### src/hw/pdr_pkg.sv
// pdr_pkg: constants and carrier types for the port direction / reset retention block
// assumes: one card clock, twelve 8-bit ports grouped as four groups of A, B and C
package pdr_pkg;

  // register indices; byte address is four times the index
  localparam logic [1:0] PORTA_IDX  = 2'h0;
  localparam logic [1:0] PORTB_IDX  = 2'h1;
  localparam logic [1:0] PORTC_IDX  = 2'h2;
  localparam logic [1:0] CFG_IDX    = 2'h3;
  localparam logic [5:0] STATUS_IDX = 6'h10;

  // control word bit positions, 0 selects output and 1 selects input
  localparam int CW_PORTA_BIT = 4;
  localparam int CW_CHI_BIT   = 3;
  localparam int CW_PORTB_BIT = 1;
  localparam int CW_CLO_BIT   = 0;

  // bit positions inside a group's direction vector and strap struct
  localparam int DIR_A  = 0;
  localparam int DIR_B  = 1;
  localparam int DIR_CL = 2;
  localparam int DIR_CH = 3;

  // status register fields
  localparam int STAT_RETAIN_BIT = 16;
  localparam int STAT_HOT_BIT    = 17;

  // reset values
  localparam logic [3:0]  DIR_RST = 4'hf;
  localparam logic [23:0] OUT_RST = 24'h00_0000;

  // edges after reset release before the restore step, lets straps settle
  localparam logic [1:0] SETTLE_CNT = 2'h3;

  typedef struct packed {
    logic portc_high_nibble_strap;
    logic portc_low_nibble_strap;
    logic portb_dir_strap;
    logic porta_dir_strap;
  } pdr_strap_t;

  typedef struct packed {
    logic [7:0] portc_line;
    logic [7:0] portb_line;
    logic [7:0] porta_line;
  } pdr_lines_t;

  typedef struct packed {
    logic [5:0] idx;
    logic       write;
  } pdr_req_t;

  typedef enum logic [0:0] {
    PDR_PH_IDLE = 1'b0,
    PDR_PH_DATA = 1'b1
  } pdr_phase_t;

endpackage : pdr_pkg

### src/hw/pdr_group.sv
// pdr_group: live direction and output latches of one A/B/C group plus their retained copy
// assumes: straps already synchronised; rst_n also asserted whenever por_n is
`timescale 1ns/1ps
`default_nettype none
module pdr_group (
  input  wire logic               hclk,
  input  wire logic               rst_n,
  input  wire logic               por_n,
  input  wire pdr_pkg::pdr_strap_t strap_s,
  input  wire logic               retain_eff,
  input  wire logic               restore,
  input  wire logic               run,
  input  wire logic               cfg_we,
  input  wire logic [2:0]         data_we,
  input  wire logic [7:0]         wdata,
  input  wire pdr_pkg::pdr_lines_t pin_in,
  output var  pdr_pkg::pdr_lines_t pin_out,
  output var  pdr_pkg::pdr_lines_t pin_oe_n,
  output var  pdr_pkg::pdr_lines_t pin_rd,
  output var  logic [3:0]         dir,
  output var  logic [3:0]         sh_dir,
  output var  pdr_pkg::pdr_lines_t sh_out
);
  logic [3:0]          dir_r, dir_nxt, sh_dir_r, sh_dir_nxt;
  pdr_pkg::pdr_lines_t out_r, out_nxt, sh_out_r, sh_out_nxt;
  pdr_pkg::pdr_lines_t s1_r, s2_r;
  logic [3:0]          strap_v;

  assign strap_v = strap_s;

  always_comb begin
    dir_nxt = dir_r;
    out_nxt = out_r;
    if (restore) begin
      // retain_eff picks the shadow after a retained hot reset and the defaults otherwise, power-on included
      dir_nxt = retain_eff ? sh_dir_r : pdr_pkg::DIR_RST;
      out_nxt = retain_eff ? sh_out_r : pdr_pkg::OUT_RST;
    end else begin
      if (cfg_we) begin
        dir_nxt[pdr_pkg::DIR_A]  = wdata[pdr_pkg::CW_PORTA_BIT];
        dir_nxt[pdr_pkg::DIR_B]  = wdata[pdr_pkg::CW_PORTB_BIT];
        dir_nxt[pdr_pkg::DIR_CL] = wdata[pdr_pkg::CW_CLO_BIT];
        dir_nxt[pdr_pkg::DIR_CH] = wdata[pdr_pkg::CW_CHI_BIT];
      end
      if (data_we[pdr_pkg::PORTA_IDX]) out_nxt.porta_line = wdata;
      if (data_we[pdr_pkg::PORTB_IDX]) out_nxt.portb_line = wdata;
      if (data_we[pdr_pkg::PORTC_IDX]) out_nxt.portc_line = wdata;
    end
    dir_nxt = dir_nxt & ~strap_v;
  end

  // shadow follows the live state only while running, so it keeps the last pre-reset value
  always_comb begin
    sh_dir_nxt = run ? dir_r : sh_dir_r;
    sh_out_nxt = run ? out_r : sh_out_r;
  end

  always_ff @(posedge hclk or negedge rst_n) begin
    if (!rst_n) begin
      dir_r <= pdr_pkg::DIR_RST;
      out_r <= pdr_pkg::OUT_RST;
      s1_r  <= pdr_pkg::OUT_RST;
      s2_r  <= pdr_pkg::OUT_RST;
    end else begin
      dir_r <= dir_nxt;
      out_r <= out_nxt;
      s1_r  <= pin_in;
      s2_r  <= s1_r;
    end
  end

  // only power loss clears the retained copy
  always_ff @(posedge hclk or negedge por_n) begin
    if (!por_n) begin
      sh_dir_r <= pdr_pkg::DIR_RST;
      sh_out_r <= pdr_pkg::OUT_RST;
    end else begin
      sh_dir_r <= sh_dir_nxt;
      sh_out_r <= sh_out_nxt;
    end
  end

  // line n of each port is bit n of its byte
  assign pin_out  = out_r;
  assign pin_oe_n = {{4{dir_r[pdr_pkg::DIR_CH]}}, {4{dir_r[pdr_pkg::DIR_CL]}},
                     {8{dir_r[pdr_pkg::DIR_B]}}, {8{dir_r[pdr_pkg::DIR_A]}}};

  // inputs read the pins, outputs read back their latch
  always_comb begin
    pin_rd = out_r;
    if (dir_r[pdr_pkg::DIR_A])  pin_rd.porta_line = s2_r.porta_line;
    if (dir_r[pdr_pkg::DIR_B])  pin_rd.portb_line = s2_r.portb_line;
    if (dir_r[pdr_pkg::DIR_CL]) pin_rd.portc_line[3:0] = s2_r.portc_line[3:0];
    if (dir_r[pdr_pkg::DIR_CH]) pin_rd.portc_line[7:4] = s2_r.portc_line[7:4];
  end

  assign dir    = dir_r;
  assign sh_dir = sh_dir_r;
  assign sh_out = sh_out_r;

endmodule : pdr_group
`default_nettype wire

### src/hw/pdr_port_ctl.sv
// pdr_port_ctl: strap-driven direction and reset retention for twelve 8-bit ports, AHB-Lite slave
// assumes: por_n low only on power-up and always with hresetn; straps and lines are async pins
//
// Overview of operation
// - closed direction strap forces its port or nibble to output, software cannot override.
// - open direction strap leaves port direction to software.
// - without retention, software ports become inputs after reset, pins reading high.
// - strap-forced ports drive low after reset unless retention restores a value.
// - with retention, direction and output values before a hot reset are restored.
// - retention covers software ports and strap-forced ports alike.
// - power loss clears retained state; power-on always gives defaults.
// - each port has eight lines 0 to 7, line index is bit index.
// - control word direction bit is ignored for strap-forced ports.
`timescale 1ns/1ps
`default_nettype none
module pdr_port_ctl (
  input  wire logic                    hclk,
  input  wire logic                    hresetn,
  input  wire logic                    por_n,
  input  wire logic                    hsel,
  input  wire logic [31:0]             haddr,
  input  wire logic [1:0]              htrans,
  input  wire logic                    hwrite,
  input  wire logic [2:0]              hsize,
  input  wire logic [31:0]             hwdata,
  input  wire logic                    hready,
  output logic [31:0]                  hrdata,
  output logic                         hreadyout,
  output logic                         hresp,
  input  wire logic                    reset_retain_strap,
  input  wire pdr_pkg::pdr_strap_t [3:0] dir_strap,
  input  wire pdr_pkg::pdr_lines_t [3:0] line_in,
  output var  pdr_pkg::pdr_lines_t [3:0] line_out,
  output var  pdr_pkg::pdr_lines_t [3:0] line_oe_n
);
  logic                          rst_n;
  logic [16:0]                   st1_r, st2_r;
  pdr_pkg::pdr_strap_t [3:0]     strap_s;
  logic                          retain_s;
  logic [1:0]                    cnt_r, cnt_nxt;
  logic                          hot_r, hot_nxt, restored_r, restored_nxt;
  logic                          restore, run, retain_eff;
  pdr_pkg::pdr_phase_t           ph_r, ph_nxt;
  pdr_pkg::pdr_req_t             req_r, req_nxt;
  logic [31:0]                   hrdata_r, hrdata_nxt, rdata;
  logic                          hreadyout_r, hreadyout_nxt;
  logic                          accept, wr;
  logic [3:0]                    cfg_we;
  logic [2:0]                    data_we [4];
  pdr_pkg::pdr_lines_t           pin_rd_w [4];
  pdr_pkg::pdr_lines_t           sh_out_w [4];
  logic [3:0]                    dir_w [4];
  logic [3:0]                    sh_dir_w [4];

  // hot reset also covers power-on so the live latches clear on either
  assign rst_n = hresetn & por_n;

  // strap synchronisers run from power-on only so they stay valid through a hot reset
  always_ff @(posedge hclk or negedge por_n) begin
    if (!por_n) begin
      st1_r <= 17'h0_0000;
      st2_r <= 17'h0_0000;
    end else begin
      st1_r <= {reset_retain_strap, dir_strap};
      st2_r <= st1_r;
    end
  end
  assign strap_s  = st2_r[15:0];
  assign retain_s = st2_r[16];

  // settle count: restore fires once, after the synchronisers have filled
  always_comb begin
    cnt_nxt = (cnt_r != 2'h0) ? cnt_r - 2'h1 : cnt_r;
  end
  always_ff @(posedge hclk or negedge rst_n) begin
    if (!rst_n) begin
      cnt_r <= pdr_pkg::SETTLE_CNT;
    end else begin
      cnt_r <= cnt_nxt;
    end
  end
  assign restore = (cnt_r == 2'h1);
  assign run     = (cnt_r == 2'h0);

  // hot_r is set once the shadow holds real state; only power-on clears it
  assign retain_eff = retain_s & hot_r;
  always_comb begin
    hot_nxt      = hot_r | run;
    restored_nxt = restore ? retain_eff : restored_r;
  end
  always_ff @(posedge hclk or negedge por_n) begin
    if (!por_n) begin
      hot_r      <= 1'b0;
      restored_r <= 1'b0;
    end else begin
      hot_r      <= hot_nxt;
      restored_r <= restored_nxt;
    end
  end

  // bus: address phase captured, one data phase with a wait state, read data registered
  assign accept = hsel & hready & htrans[1];
  assign wr     = (ph_r == pdr_pkg::PDR_PH_DATA) & run & req_r.write;

  always_comb begin
    ph_nxt        = ph_r;
    req_nxt       = req_r;
    hrdata_nxt    = hrdata_r;
    hreadyout_nxt = hreadyout_r;
    unique case (ph_r)
      pdr_pkg::PDR_PH_IDLE: begin
        if (accept) begin
          ph_nxt        = pdr_pkg::PDR_PH_DATA;
          req_nxt.idx   = haddr[7:2];
          req_nxt.write = hwrite;
          hreadyout_nxt = 1'b0;
        end
      end
      pdr_pkg::PDR_PH_DATA: begin
        // held off until restore has run so a write cannot be overwritten by it
        if (run) begin
          ph_nxt        = pdr_pkg::PDR_PH_IDLE;
          hrdata_nxt    = req_r.write ? 32'h0000_0000 : rdata;
          hreadyout_nxt = 1'b1;
        end
      end
    endcase
  end

  always_ff @(posedge hclk or negedge rst_n) begin
    if (!rst_n) begin
      ph_r        <= pdr_pkg::PDR_PH_IDLE;
      req_r       <= '0;
      hrdata_r    <= 32'h0000_0000;
      hreadyout_r <= 1'b1;
    end else begin
      ph_r        <= ph_nxt;
      req_r       <= req_nxt;
      hrdata_r    <= hrdata_nxt;
      hreadyout_r <= hreadyout_nxt;
    end
  end
  assign hrdata    = hrdata_r;
  assign hreadyout = hreadyout_r;
  assign hresp     = 1'b0;

  // read mux; unmapped indices read zero
  always_comb begin
    rdata = 32'h0000_0000;
    if (req_r.idx[5:4] == 2'h0) begin
      unique case (req_r.idx[1:0])
        pdr_pkg::PORTA_IDX: rdata[7:0] = pin_rd_w[req_r.idx[3:2]].porta_line;
        pdr_pkg::PORTB_IDX: rdata[7:0] = pin_rd_w[req_r.idx[3:2]].portb_line;
        pdr_pkg::PORTC_IDX: rdata[7:0] = pin_rd_w[req_r.idx[3:2]].portc_line;
        pdr_pkg::CFG_IDX: begin
          rdata[pdr_pkg::CW_PORTA_BIT] = dir_w[req_r.idx[3:2]][pdr_pkg::DIR_A];
          rdata[pdr_pkg::CW_PORTB_BIT] = dir_w[req_r.idx[3:2]][pdr_pkg::DIR_B];
          rdata[pdr_pkg::CW_CLO_BIT]   = dir_w[req_r.idx[3:2]][pdr_pkg::DIR_CL];
          rdata[pdr_pkg::CW_CHI_BIT]   = dir_w[req_r.idx[3:2]][pdr_pkg::DIR_CH];
        end
      endcase
    end else if (req_r.idx == pdr_pkg::STATUS_IDX) begin
      rdata[15:0]                     = strap_s;
      rdata[pdr_pkg::STAT_RETAIN_BIT] = retain_s;
      rdata[pdr_pkg::STAT_HOT_BIT]    = restored_r;
    end
  end

  for (genvar g = 0; g < 4; g++) begin : g_grp
    always_comb begin
      cfg_we[g]  = wr & (req_r.idx[5:2] == g[3:0]) & (req_r.idx[1:0] == pdr_pkg::CFG_IDX);
      data_we[g] = 3'h0;
      if (wr && (req_r.idx[5:2] == g[3:0]) && (req_r.idx[1:0] != pdr_pkg::CFG_IDX)) begin
        data_we[g][req_r.idx[1:0]] = 1'b1;
      end
    end
    pdr_group u_grp (
      .hclk       (hclk),
      .rst_n      (rst_n),
      .por_n      (por_n),
      .strap_s    (strap_s[g]),
      .retain_eff (retain_eff),
      .restore    (restore),
      .run        (run),
      .cfg_we     (cfg_we[g]),
      .data_we    (data_we[g]),
      .wdata      (hwdata[7:0]),
      .pin_in     (line_in[g]),
      .pin_out    (line_out[g]),
      .pin_oe_n   (line_oe_n[g]),
      .pin_rd     (pin_rd_w[g]),
      .dir        (dir_w[g]),
      .sh_dir     (sh_dir_w[g]),
      .sh_out     (sh_out_w[g])
    );
  end
endmodule : pdr_port_ctl
`default_nettype wire

### config.mk
export PLATFORM = sky130hd
export DESIGN_NAME = pdr_port_ctl
export DESIGN_NICKNAME = d
export VERILOG_FILES = /design/src/hw/pdr_pkg.sv /design/src/hw/pdr_group.sv /design/src/hw/pdr_port_ctl.sv
export SDC_FILE = /design/constraint.sdc
export NUM_CORES = 1
export LEC_CHECK = 0
export BUFFER_PORTS_ARGS = -buffer_cell sky130_fd_sc_hd__buf_2
export CAP_MARGIN = 20
export CORE_MARGIN = 3
export CORE_UTILIZATION = 35
export CTS_BUF_LIST = sky130_fd_sc_hd__clkbuf_16
export DETAILED_ROUTE_END_ITERATION = 12
export PLACE_DENSITY = 0.68
export SETUP_SLACK_MARGIN = 0.15
export SYNTH_ARGS = -nofsm -noshare
export SYNTH_HDL_FRONTEND = slang
export SYNTH_SLANG_ARGS = --single-unit
### constraint.sdc
create_clock -name hclk -period 16.57 [get_ports hclk]
set_input_delay 3.314 -clock hclk [delete_from_list [all_inputs] [get_ports hclk]]
set_output_delay 3.314 -clock hclk [all_outputs]
set_load 0.1 [all_outputs]
# == After elaboration in Yosys (flattened, before gate mapping) ==
# Index checks and enable logic that the tools add are counted.
# classes
shifts,0
n_lt_le_gt_ge,3
n_bitwise,25
n_addsub,1
n_reduce_logical,29
div,0
multipliers,0
n_mux,74
n_eq_ne,11
# op_table
cell,n
$mux 24,10
$mux 8,21
$mux 4,22
$bmux 24 s2,1
$mux 18,2
$reduce_bool 2->1,13
$and 4x4->4,4
$not 4->4,4
$pmux 2 s4,2
$and 1x1->1,14
$mux 3,4
$mux 10,1
$logic_and 1x1->1,9
$pmux 3 s3,1
$bmux 4 s2,1
$eq 4x2->1 const B,2
$eq 6x5->1 const B,1
$logic_not 2->1,3
$reduce_and 2->1,3
$mux 1,5
$eq 2x1->1 const B,2
$eq 2x2->1 const B,2
$eq 4x1->1 const B,1
$logic_not 4->1,1
12 further kinds,14
# word_totals
n_memories,0
mem_bits_rw,0
romBits,0
input_bits,188
regBits,495
latch_bits,0

# == Depth between registers and ports, before layout ==
# Gate-level depths: netlist (run 1).
# logic_depth
ltp_word,8
ltp_mapped,10
depth_no_buf,7

# == Cells and area by module ==
# Synthesis (run 1) repeated with hierarchy kept, for this count alone.
# unflattened
hier_cells,1320
hier_area_um2,19537.5
# modules_own_cells
module,area_each_um2,n_inst,seq_area_each_um2,cells_each
pdr_group,4055.1,4,2612.5,263
pdr_port_ctl,3316.9,1,1630.3,268

# == Worst setup path before layout (run 1) ==
# OpenSTA, ideal clock, no wires.
# synth_timing
path_type,register to output
start,register g_grp[0].u_grp.dir_r[1]
end,output port line_oe_n[10] (netlist name)
n_path_buf,1
setup_slack_ns,11.938
required_time_ns,13.256
path_stages_with_launch,2
arrival_ns,1.318
cell_sequence,dfstp_2 > buf_4
# synth_lines
element,line_no,source
from (decl),pdr_group.sv:24,"logic [3:0] dir_r, dir_nxt, sh_dir_r, sh_dir_nxt;"
from (signal assigned),pdr_group.sv:60,dir_r <= pdr_pkg::DIR_RST;
from (signal assigned),pdr_group.sv:65,dir_r <= dir_nxt;
to (decl),pdr_port_ctl.sv:34,output var pdr_pkg::pdr_lines_t [3:0] line_oe_n
# No word-level cell between the ends.

==> reports/metrics.csv, run 1 <==
metric,value,unit
status,completed,
std cell rows,83,
Crit path max-delay family,buffers and inverters,
CP Data Required Time,17.16,ns
Cell variety after synth,57,
Worst Setup SP,por_n,
worst vdd ir,125.9,µV
CP Class,input port to asynchronous set/reset pin,
antenna violations before repair,4,
CTS tree,done,
"Slew Viols, Final",0,
ANT nets after route,0,
Post-Synth Adder-Cell Area,0.1347,%
post-synthesis compound-gate area fraction,9.315,%
first-pass iteration count of the detailed router,5,
"Buf+Inv Stages, Crit Path",3,
drt drc,0,
die width,236.4,µm
Static Leak,9.905,nW
vias in the first global route,12670,
root buf cell,clkbuf_16,
mean post-synth cell area,13.05,µm²
worst-path maximum fanout,71,
DR vias/cell,5.153,
I/O Pins,414,
synth cell count leaders,"dfrtp_1 (446), nand2_1 (134), mux2_2 (133), a21oi_1 (114), buf_4 (101)",
Synth area leader,dfrtp_1,
antenna cell count,0,
cell area after synthesis,18580,µm²
asr flop ratio synth,100.0,%
Final Hold Viols,0,
Core Footprint,51920,µm²
most frequent CP cell,buf_4,
layout cell share with drive strength beyond 1,37.47,%
clock-pin transition on the worst setup and hold timing paths,0.06,ns
cts bufs inserted,51,
pre-CTS setup slack,10.17,ns
crit-path cells,buf_6 -> and2_4 -> buf_4 -> buf_4,
register area share after synthesis,65.03,%
total die area,55880,µm²
DR vias,12390,
GRT Overall Usage,20.34,%
relative slew slack,18.18,%
RR Startpoint,cnt_r[0],
Post-synth EDFFs,0,
largest net degree at the start of global routing,72,
critical path startpoint category,input port,
biggest cell delay along the critical path,0.81,ns
post-synth top area share,60.08,%
fin crit period,5.618,ns
Synth Register Bits,481,
hold buffers post-CTS,0,
clock tree sinks,481,
PnR worst setup slack,10.95,ns
period utilization,33.90,%
cell with the largest stage delay on the worst path,buf_4,
postcts setup bufs,0,
synth top area cells,"dfrtp_1 (60%), mux2_2 (8.1%), mux2i_1 (5.0%)",
Final HPWL DP,40.15,mm
HP Class,flop to flop,
htree depth,2,
Simple-Gate Fraction of Synth Area,5.382,%
worst skew pair latency,0.60,ns
Worst-Margin Slew,1.222,ns
Placer Congestion,0.8924,
DRT Wirelength,57.43,mm
DRT iter0 DRCs,1050,
first-pass GRT wire length,84.54,mm
total grt overflow,0,
P&R area growth vs syn,18.47,%
Max clock buf depth,3,
post-cts sizing count,0,
max-cap violations,0,
Starting Density,35.78,%
Synth Flop Type,dfrtp_1,
YS warnings,0,
crit end category,asynchronous set/reset pin,
mux share of post-synthesis cell area,13.80,%
Worst EP arrival,6.21,ns
PwrDens,156.8,nW/µm²
fmax,178.0,MHz
clk_skew,0.02512,ns
Avg WL per Cell,23.89,µm
Final setup viols,0,
port buffer count,344,
Syn Inst Count,1423,
hold_sp,g_grp[0].u_grp.s1_r[13],
most frequent cell after synthesis,dfrtp_1,
Die Y,236.4,µm
XOR/XNOR Fraction of Synth Area,0.04715,%
combinational family with the most area after synthesis,multiplexers,
nets,1873,
setup TNS,0,ns
unrepaired setup endpoints after global routing,no,
layout by cell type, fill, tap and decap left out, types with 10 or more instances in the layout:
master     synthesis  routed
dfrtp_1          446     446
buf_2             37     343
nand2_1          134     134
mux2_2           133     133
a21oi_1          114     114
o21ai_0           99      99
mux2i_1           93      93
clkbuf_16          0      52
dfstp_2           35      35
buf_4            101      27
nor2_1            24      24
nand3_1           21      21
inv_1              6      18
a311oi_1          18      18
conb_1             1      15
o22ai_1           13      13
a22o_1            10      10
through the flow:
step	instance area, µm²	utilization (%)	hold WS, ns	total power, mW	instances
after floorplan	18630	-	0.3312	2.090	1437
after global placement	20260	39.01	0.3344	2.308	2301
after detailed placement	20300	39.09	0.3347	2.332	2306
after CTS	21980	42.33	0.3433	3.486	2400
after global routing	22010	42.38	0.3468	3.589	2404
final	22010	42.38	0.3423	3.451	2404
routing by layer:
metal  part of all wire, %  wire [µm]  vias up  global-route usage, %
li1                      -          -     5374                      -
met1                    41      23570     6360                  26.82
met2                    47      27000      539                  32.21
met3                   8.1       4676      109                  5.191
met4                   3.7       2141        6                  8.063
met5                 0.071         41        -                      0
power by group:
| part | internal [mW] | switching, mW | leakage [nW] |
|---|---|---|---|
| sequential | 1.32 | 0.114 | 5.40 |
| combinational | 0.175 | 0.702 | 3.65 |
| clock | 0.666 | 0.475 | 0.859 |
registers in the layout, indices dropped and copies added, names as in the netlist:
| signal | flops |
|---|---|
| g_grp.u_grp.pin_out | 96 |
| g_grp.u_grp.s1_r | 96 |
| g_grp.u_grp.s2_r | 96 |
| g_grp.u_grp.sh_out | 96 |
| hrdata | 18 |
| st1_r | 17 |
| st2_r | 17 |
| g_grp.u_grp.dir | 16 |
| g_grp.u_grp.sh_dir | 16 |
| req_r | 7 |
| cnt_r | 2 |
| hot_r | 1 |
| hreadyout | 1 |
| ph_r | 1 |
| restored_r | 1 |
final timing paths:
check | endpoint | slack (ns) | depth (start not counted)
setup reg to reg | hrdata[1] | 13.41 | 7
setup / recovery | g_grp[0].u_grp.s1_r[9] | 10.95 | 4
hold / removal | g_grp[0].u_grp.s2_r[13] | 0.34 | 0
hold reg to reg | g_grp[0].u_grp.s2_r[13] | 0.34 | 0
max in group hclk | line_oe_n[3] | 11.14 | 1
min in group asynchronous | st1_r[0] | 2.61 | 1
area by class of cell:
cell class | instances | area (µm²)
fill | 4765 | 29920
multi-input combinational | 768 | 5420
timing repair buffer | 372 | 1942
clock buffer | 52 | 1301
sequential | 481 | 12080
clock inverter | 42 | 379.1
tap | 680 | 850.8
inverter | 9 | 33.78
cell families (layout without fill, tap and decap cells):
logic type / Yosys count / count (layout)
mux: 232 / 232
simple gates: 219 / 219
buf+inv: 188 / 475
fa+ha+maj: 2 / 2
other cells: 1 / 15
xor+xnor: 1 / 1
compound gates: 299 / 299
flops: 481 / 481
Note: power is estimated with default switching activity, not from simulation.
==> run 2, diff against run 1 <==
--- a/config.mk
+++ b/config.mk
@@ -5,13 +5,14 @@
 export SDC_FILE = /design/constraint.sdc
 export NUM_CORES = 1
 export LEC_CHECK = 0
+export ABC_AREA = 1
 export BUFFER_PORTS_ARGS = -buffer_cell sky130_fd_sc_hd__buf_2
 export CAP_MARGIN = 20
 export CORE_MARGIN = 3
 export CORE_UTILIZATION = 35
 export CTS_BUF_LIST = sky130_fd_sc_hd__clkbuf_16
 export DETAILED_ROUTE_END_ITERATION = 12
-export PLACE_DENSITY = 0.68
+export PLACE_DENSITY = 0.67
 export SETUP_SLACK_MARGIN = 0.15
 export SYNTH_ARGS = -nofsm -noshare
 export SYNTH_HDL_FRONTEND = slang
==> constraint.sdc (replaced) <==
create_clock -name hclk -period 5.3 [get_ports hclk]
set_input_delay 1.06 -clock hclk [delete_from_list [all_inputs] [get_ports hclk]]
set_output_delay 1.06 -clock hclk [all_outputs]
set_load 0.1 [all_outputs]
==> run 2 against run 1 <==
  * Clock-buffer cell count rose by 1
  * Critical path depth fell by 3
  * Sequential cell count did not move
  * Sequential power rose to 2.9 times the previous value
  * Final area rose by 2.6%
  * Total power rose to 2.7 times the previous value
  * Die area rose by 3.0%
  * Setup slack got worse by 8.7 ns
  * Wire length rose by 6.9%
  * Clock power rose to 3.3 times the previous value
  * Register-to-register slack got worse by 11 ns
  * Critical endpoint is now line_oe_n[27]
  * Largest power group unchanged
==> reports/metrics.csv, run 2 <==
metric,value,unit
status,completed,
total grt overflow,0,
die width,239.9,µm
first-pass GRT wire length,90.35,mm
post-synth top area share,58.28,%
clock tree sinks,481,
Die Y,239.9,µm
cell area after synthesis,19150,µm²
Max clock buf depth,3,
Final HPWL DP,43.08,mm
CP Data Required Time,4.24,ns
Worst EP arrival,2.03,ns
drt drc,0,
asr flop ratio synth,100.0,%
P&R area growth vs syn,17.91,%
Syn Inst Count,1980,
synth cell count leaders,"nand2_1 (459), dfrtp_1 (446), inv_1 (232), o21ai_0 (173), nor2_1 (137)",
Placed Area,20810,µm²
most frequent cells in the layout,"nand2_1 (458), dfrtp_1 (446), buf_2 (343)",
FF/Latch Area,12080,µm²
Final Hold Viols,0,
worst vdd ir,229.2,µV
Final Cell Area,22580,µm²
Placer Congestion,0.9375,
GRT Overall Usage,21.14,%
crit-path cells,buf_2,
Final setup viols,0,
Core Footprint,54030,µm²
PwrDens,420.2,nW/µm²
vias in the first global route,14210,
PnR worst setup slack,2.210,ns
Tot Pwr,9.488,mW
DRT iter0 DRCs,1188,
most frequent cell after synthesis,nand2_1,
DR vias/cell,4.942,
clk_skew,0.02908,ns
total die area,57560,µm²
multi-input combinational cell area,5126,µm²
worst-path maximum fanout,24,
HP Class,flop to flop,
setup TNS,0,ns
Crit path max-delay family,flip-flops,
synth top area cells,"dfrtp_1 (58%), nand2_1 (9.0%), dfstp_2 (4.8%)",
final instance count without filler cells,2959,
clock-pin transition on the worst setup and hold timing paths,0.06,ns
critical path startpoint category,flop,
Static Leak,11.61,nW
root buf cell,clkbuf_16,
biggest cell delay along the critical path,0.88,ns
relative slew slack,30.71,%
Synth area leader,dfrtp_1,
postcts setup bufs,0,
"Slew Viols, Final",0,
cts bufs inserted,53,
DR vias,14620,
hold buffers post-CTS,0,
mean post-synth cell area,9.672,µm²
post-layout util,41.79,%
pre-CTS setup slack,2.284,ns
worst skew pair latency,0.61,ns
largest net degree at the start of global routing,129,
unrepaired setup endpoints after global routing,no,
I/O Pins,414,
Starting Density,35.45,%
Cell variety after synth,32,
first-pass iteration count of the detailed router,5,
Worst-Margin Slew,1.037,ns
ANT nets after route,0,
Synth Register Bits,481,
"commonest non-fill, non-tap cell in the layout",nand2_1,
std cell rows,85,
Post-synth EDFFs,0,
"Buf+Inv Stages, Crit Path",1,
layout cell share with drive strength beyond 1,22.58,%
register area share after synthesis,63.08,%
DRT Wirelength,61.40,mm
cell with the largest stage delay on the worst path,dfstp_2,
Reg2Reg Setup Slack,2.29,ns
period utilization,58.30,%
Avg WL per Cell,20.75,µm
port buffer count,344,
antenna violations before repair,2,
Hold WS,0.3422,ns
nets,2413,
Cells after DPL,2864,
Synth Flop Type,dfrtp_1,
fmax,323.6,MHz
CTS tree,done,
antenna cell count,0,
Fillers,5187,
max-cap violations,0,
CP Class,flop to primary output,
post-cts sizing count,0,
crit end category,primary output,
YS warnings,0,
htree depth,2,
fin crit period,3.090,ns
==> run 2: cell types whose count changed after synthesis, moves of 18 or more <==
cell,before,now
nand2_1,134,459
mux2i_1,93,0
inv_1,6,232
a311oi_1,18,0
a31oi_1,5,50
mux2_2,133,21
o211ai_1,0,27
o21ai_0,99,173
a21oi_1,114,36
clkbuf_1,31,50
nor2_1,24,137
o21ai_1,8,93
nand3_1,21,43
==> run 2: cells by family after synthesis <==
logic type	Yosys count	share of synthesized area (%)
xor+xnor	1	0.04574
other cells	1	0.01958
fa+ha+maj	2	0.1306
buf+inv	420	10.58
flops	481	63.08
simple gates	663	13.74
mux	21	1.235
compound gates	391	11.17
==> run 2: layout make-up <==
type | count | share of cell area, %
Timing Repair Buffer | 355 | 8.129
Clock buffer | 53 | 5.874
Sequential cell | 481 | 53.50
Multi-Input combinational cell | 1093 | 22.70
Clock inverter | 42 | 1.950
Inverter | 239 | 3.990
Tap cell | 696 | 3.857
==> run 2: worst reg2reg max path, cell delays in order (launching register included) <==
cell and delay [ns]:
dfstp_2 0.53, inv_1 0.07, ha_1 0.38, inv_2 0.55, nor3_4 0.11, inv_2 0.44
buf_4 0.50, o21ai_1 0.13, nand2_1 0.09, o21ai_1 0.08
==> run 2: where the power goes <==
part	total [mW]	internal [mW]	switching (mW)
combinational	1.66	0.301	1.36
clock	3.73	2.21	1.52
sequential	4.09	3.92	0.167
total	9.49	6.44	3.05
==> run 2: metal layers <==
layer | up-vias | global-route usage [%] | wire length, µm
met4 | 2 | 7.668 | 1965
met5 | - | 0 | 12
met3 | 105 | 5.299 | 5632
li1 | 6651 | - | -
met1 | 7183 | 28.60 | 25670
met2 | 683 | 33.13 | 28120
==> run 2: path summary, 6_finish.rpt <==
| path | start | to | depth (start not counted) |
|---|---|---|---|
| worst max-delay path | g_grp[1].u_grp.dir[0] | line_oe_n[27] | 1 |
| worst min-delay path | st1_r[6] | st2_r[6] | 0 |
| worst max register to register | cnt_r[1] | g_grp[0].u_grp.pin_out[15] | 9 |
| worst min register to register | st1_r[6] | st2_r[6] | 0 |
| max in group asynchronous | por_n | g_grp[2].u_grp.s1_r[19] | 4 |
| min in group asynchronous | por_n | st1_r[3] | 1 |
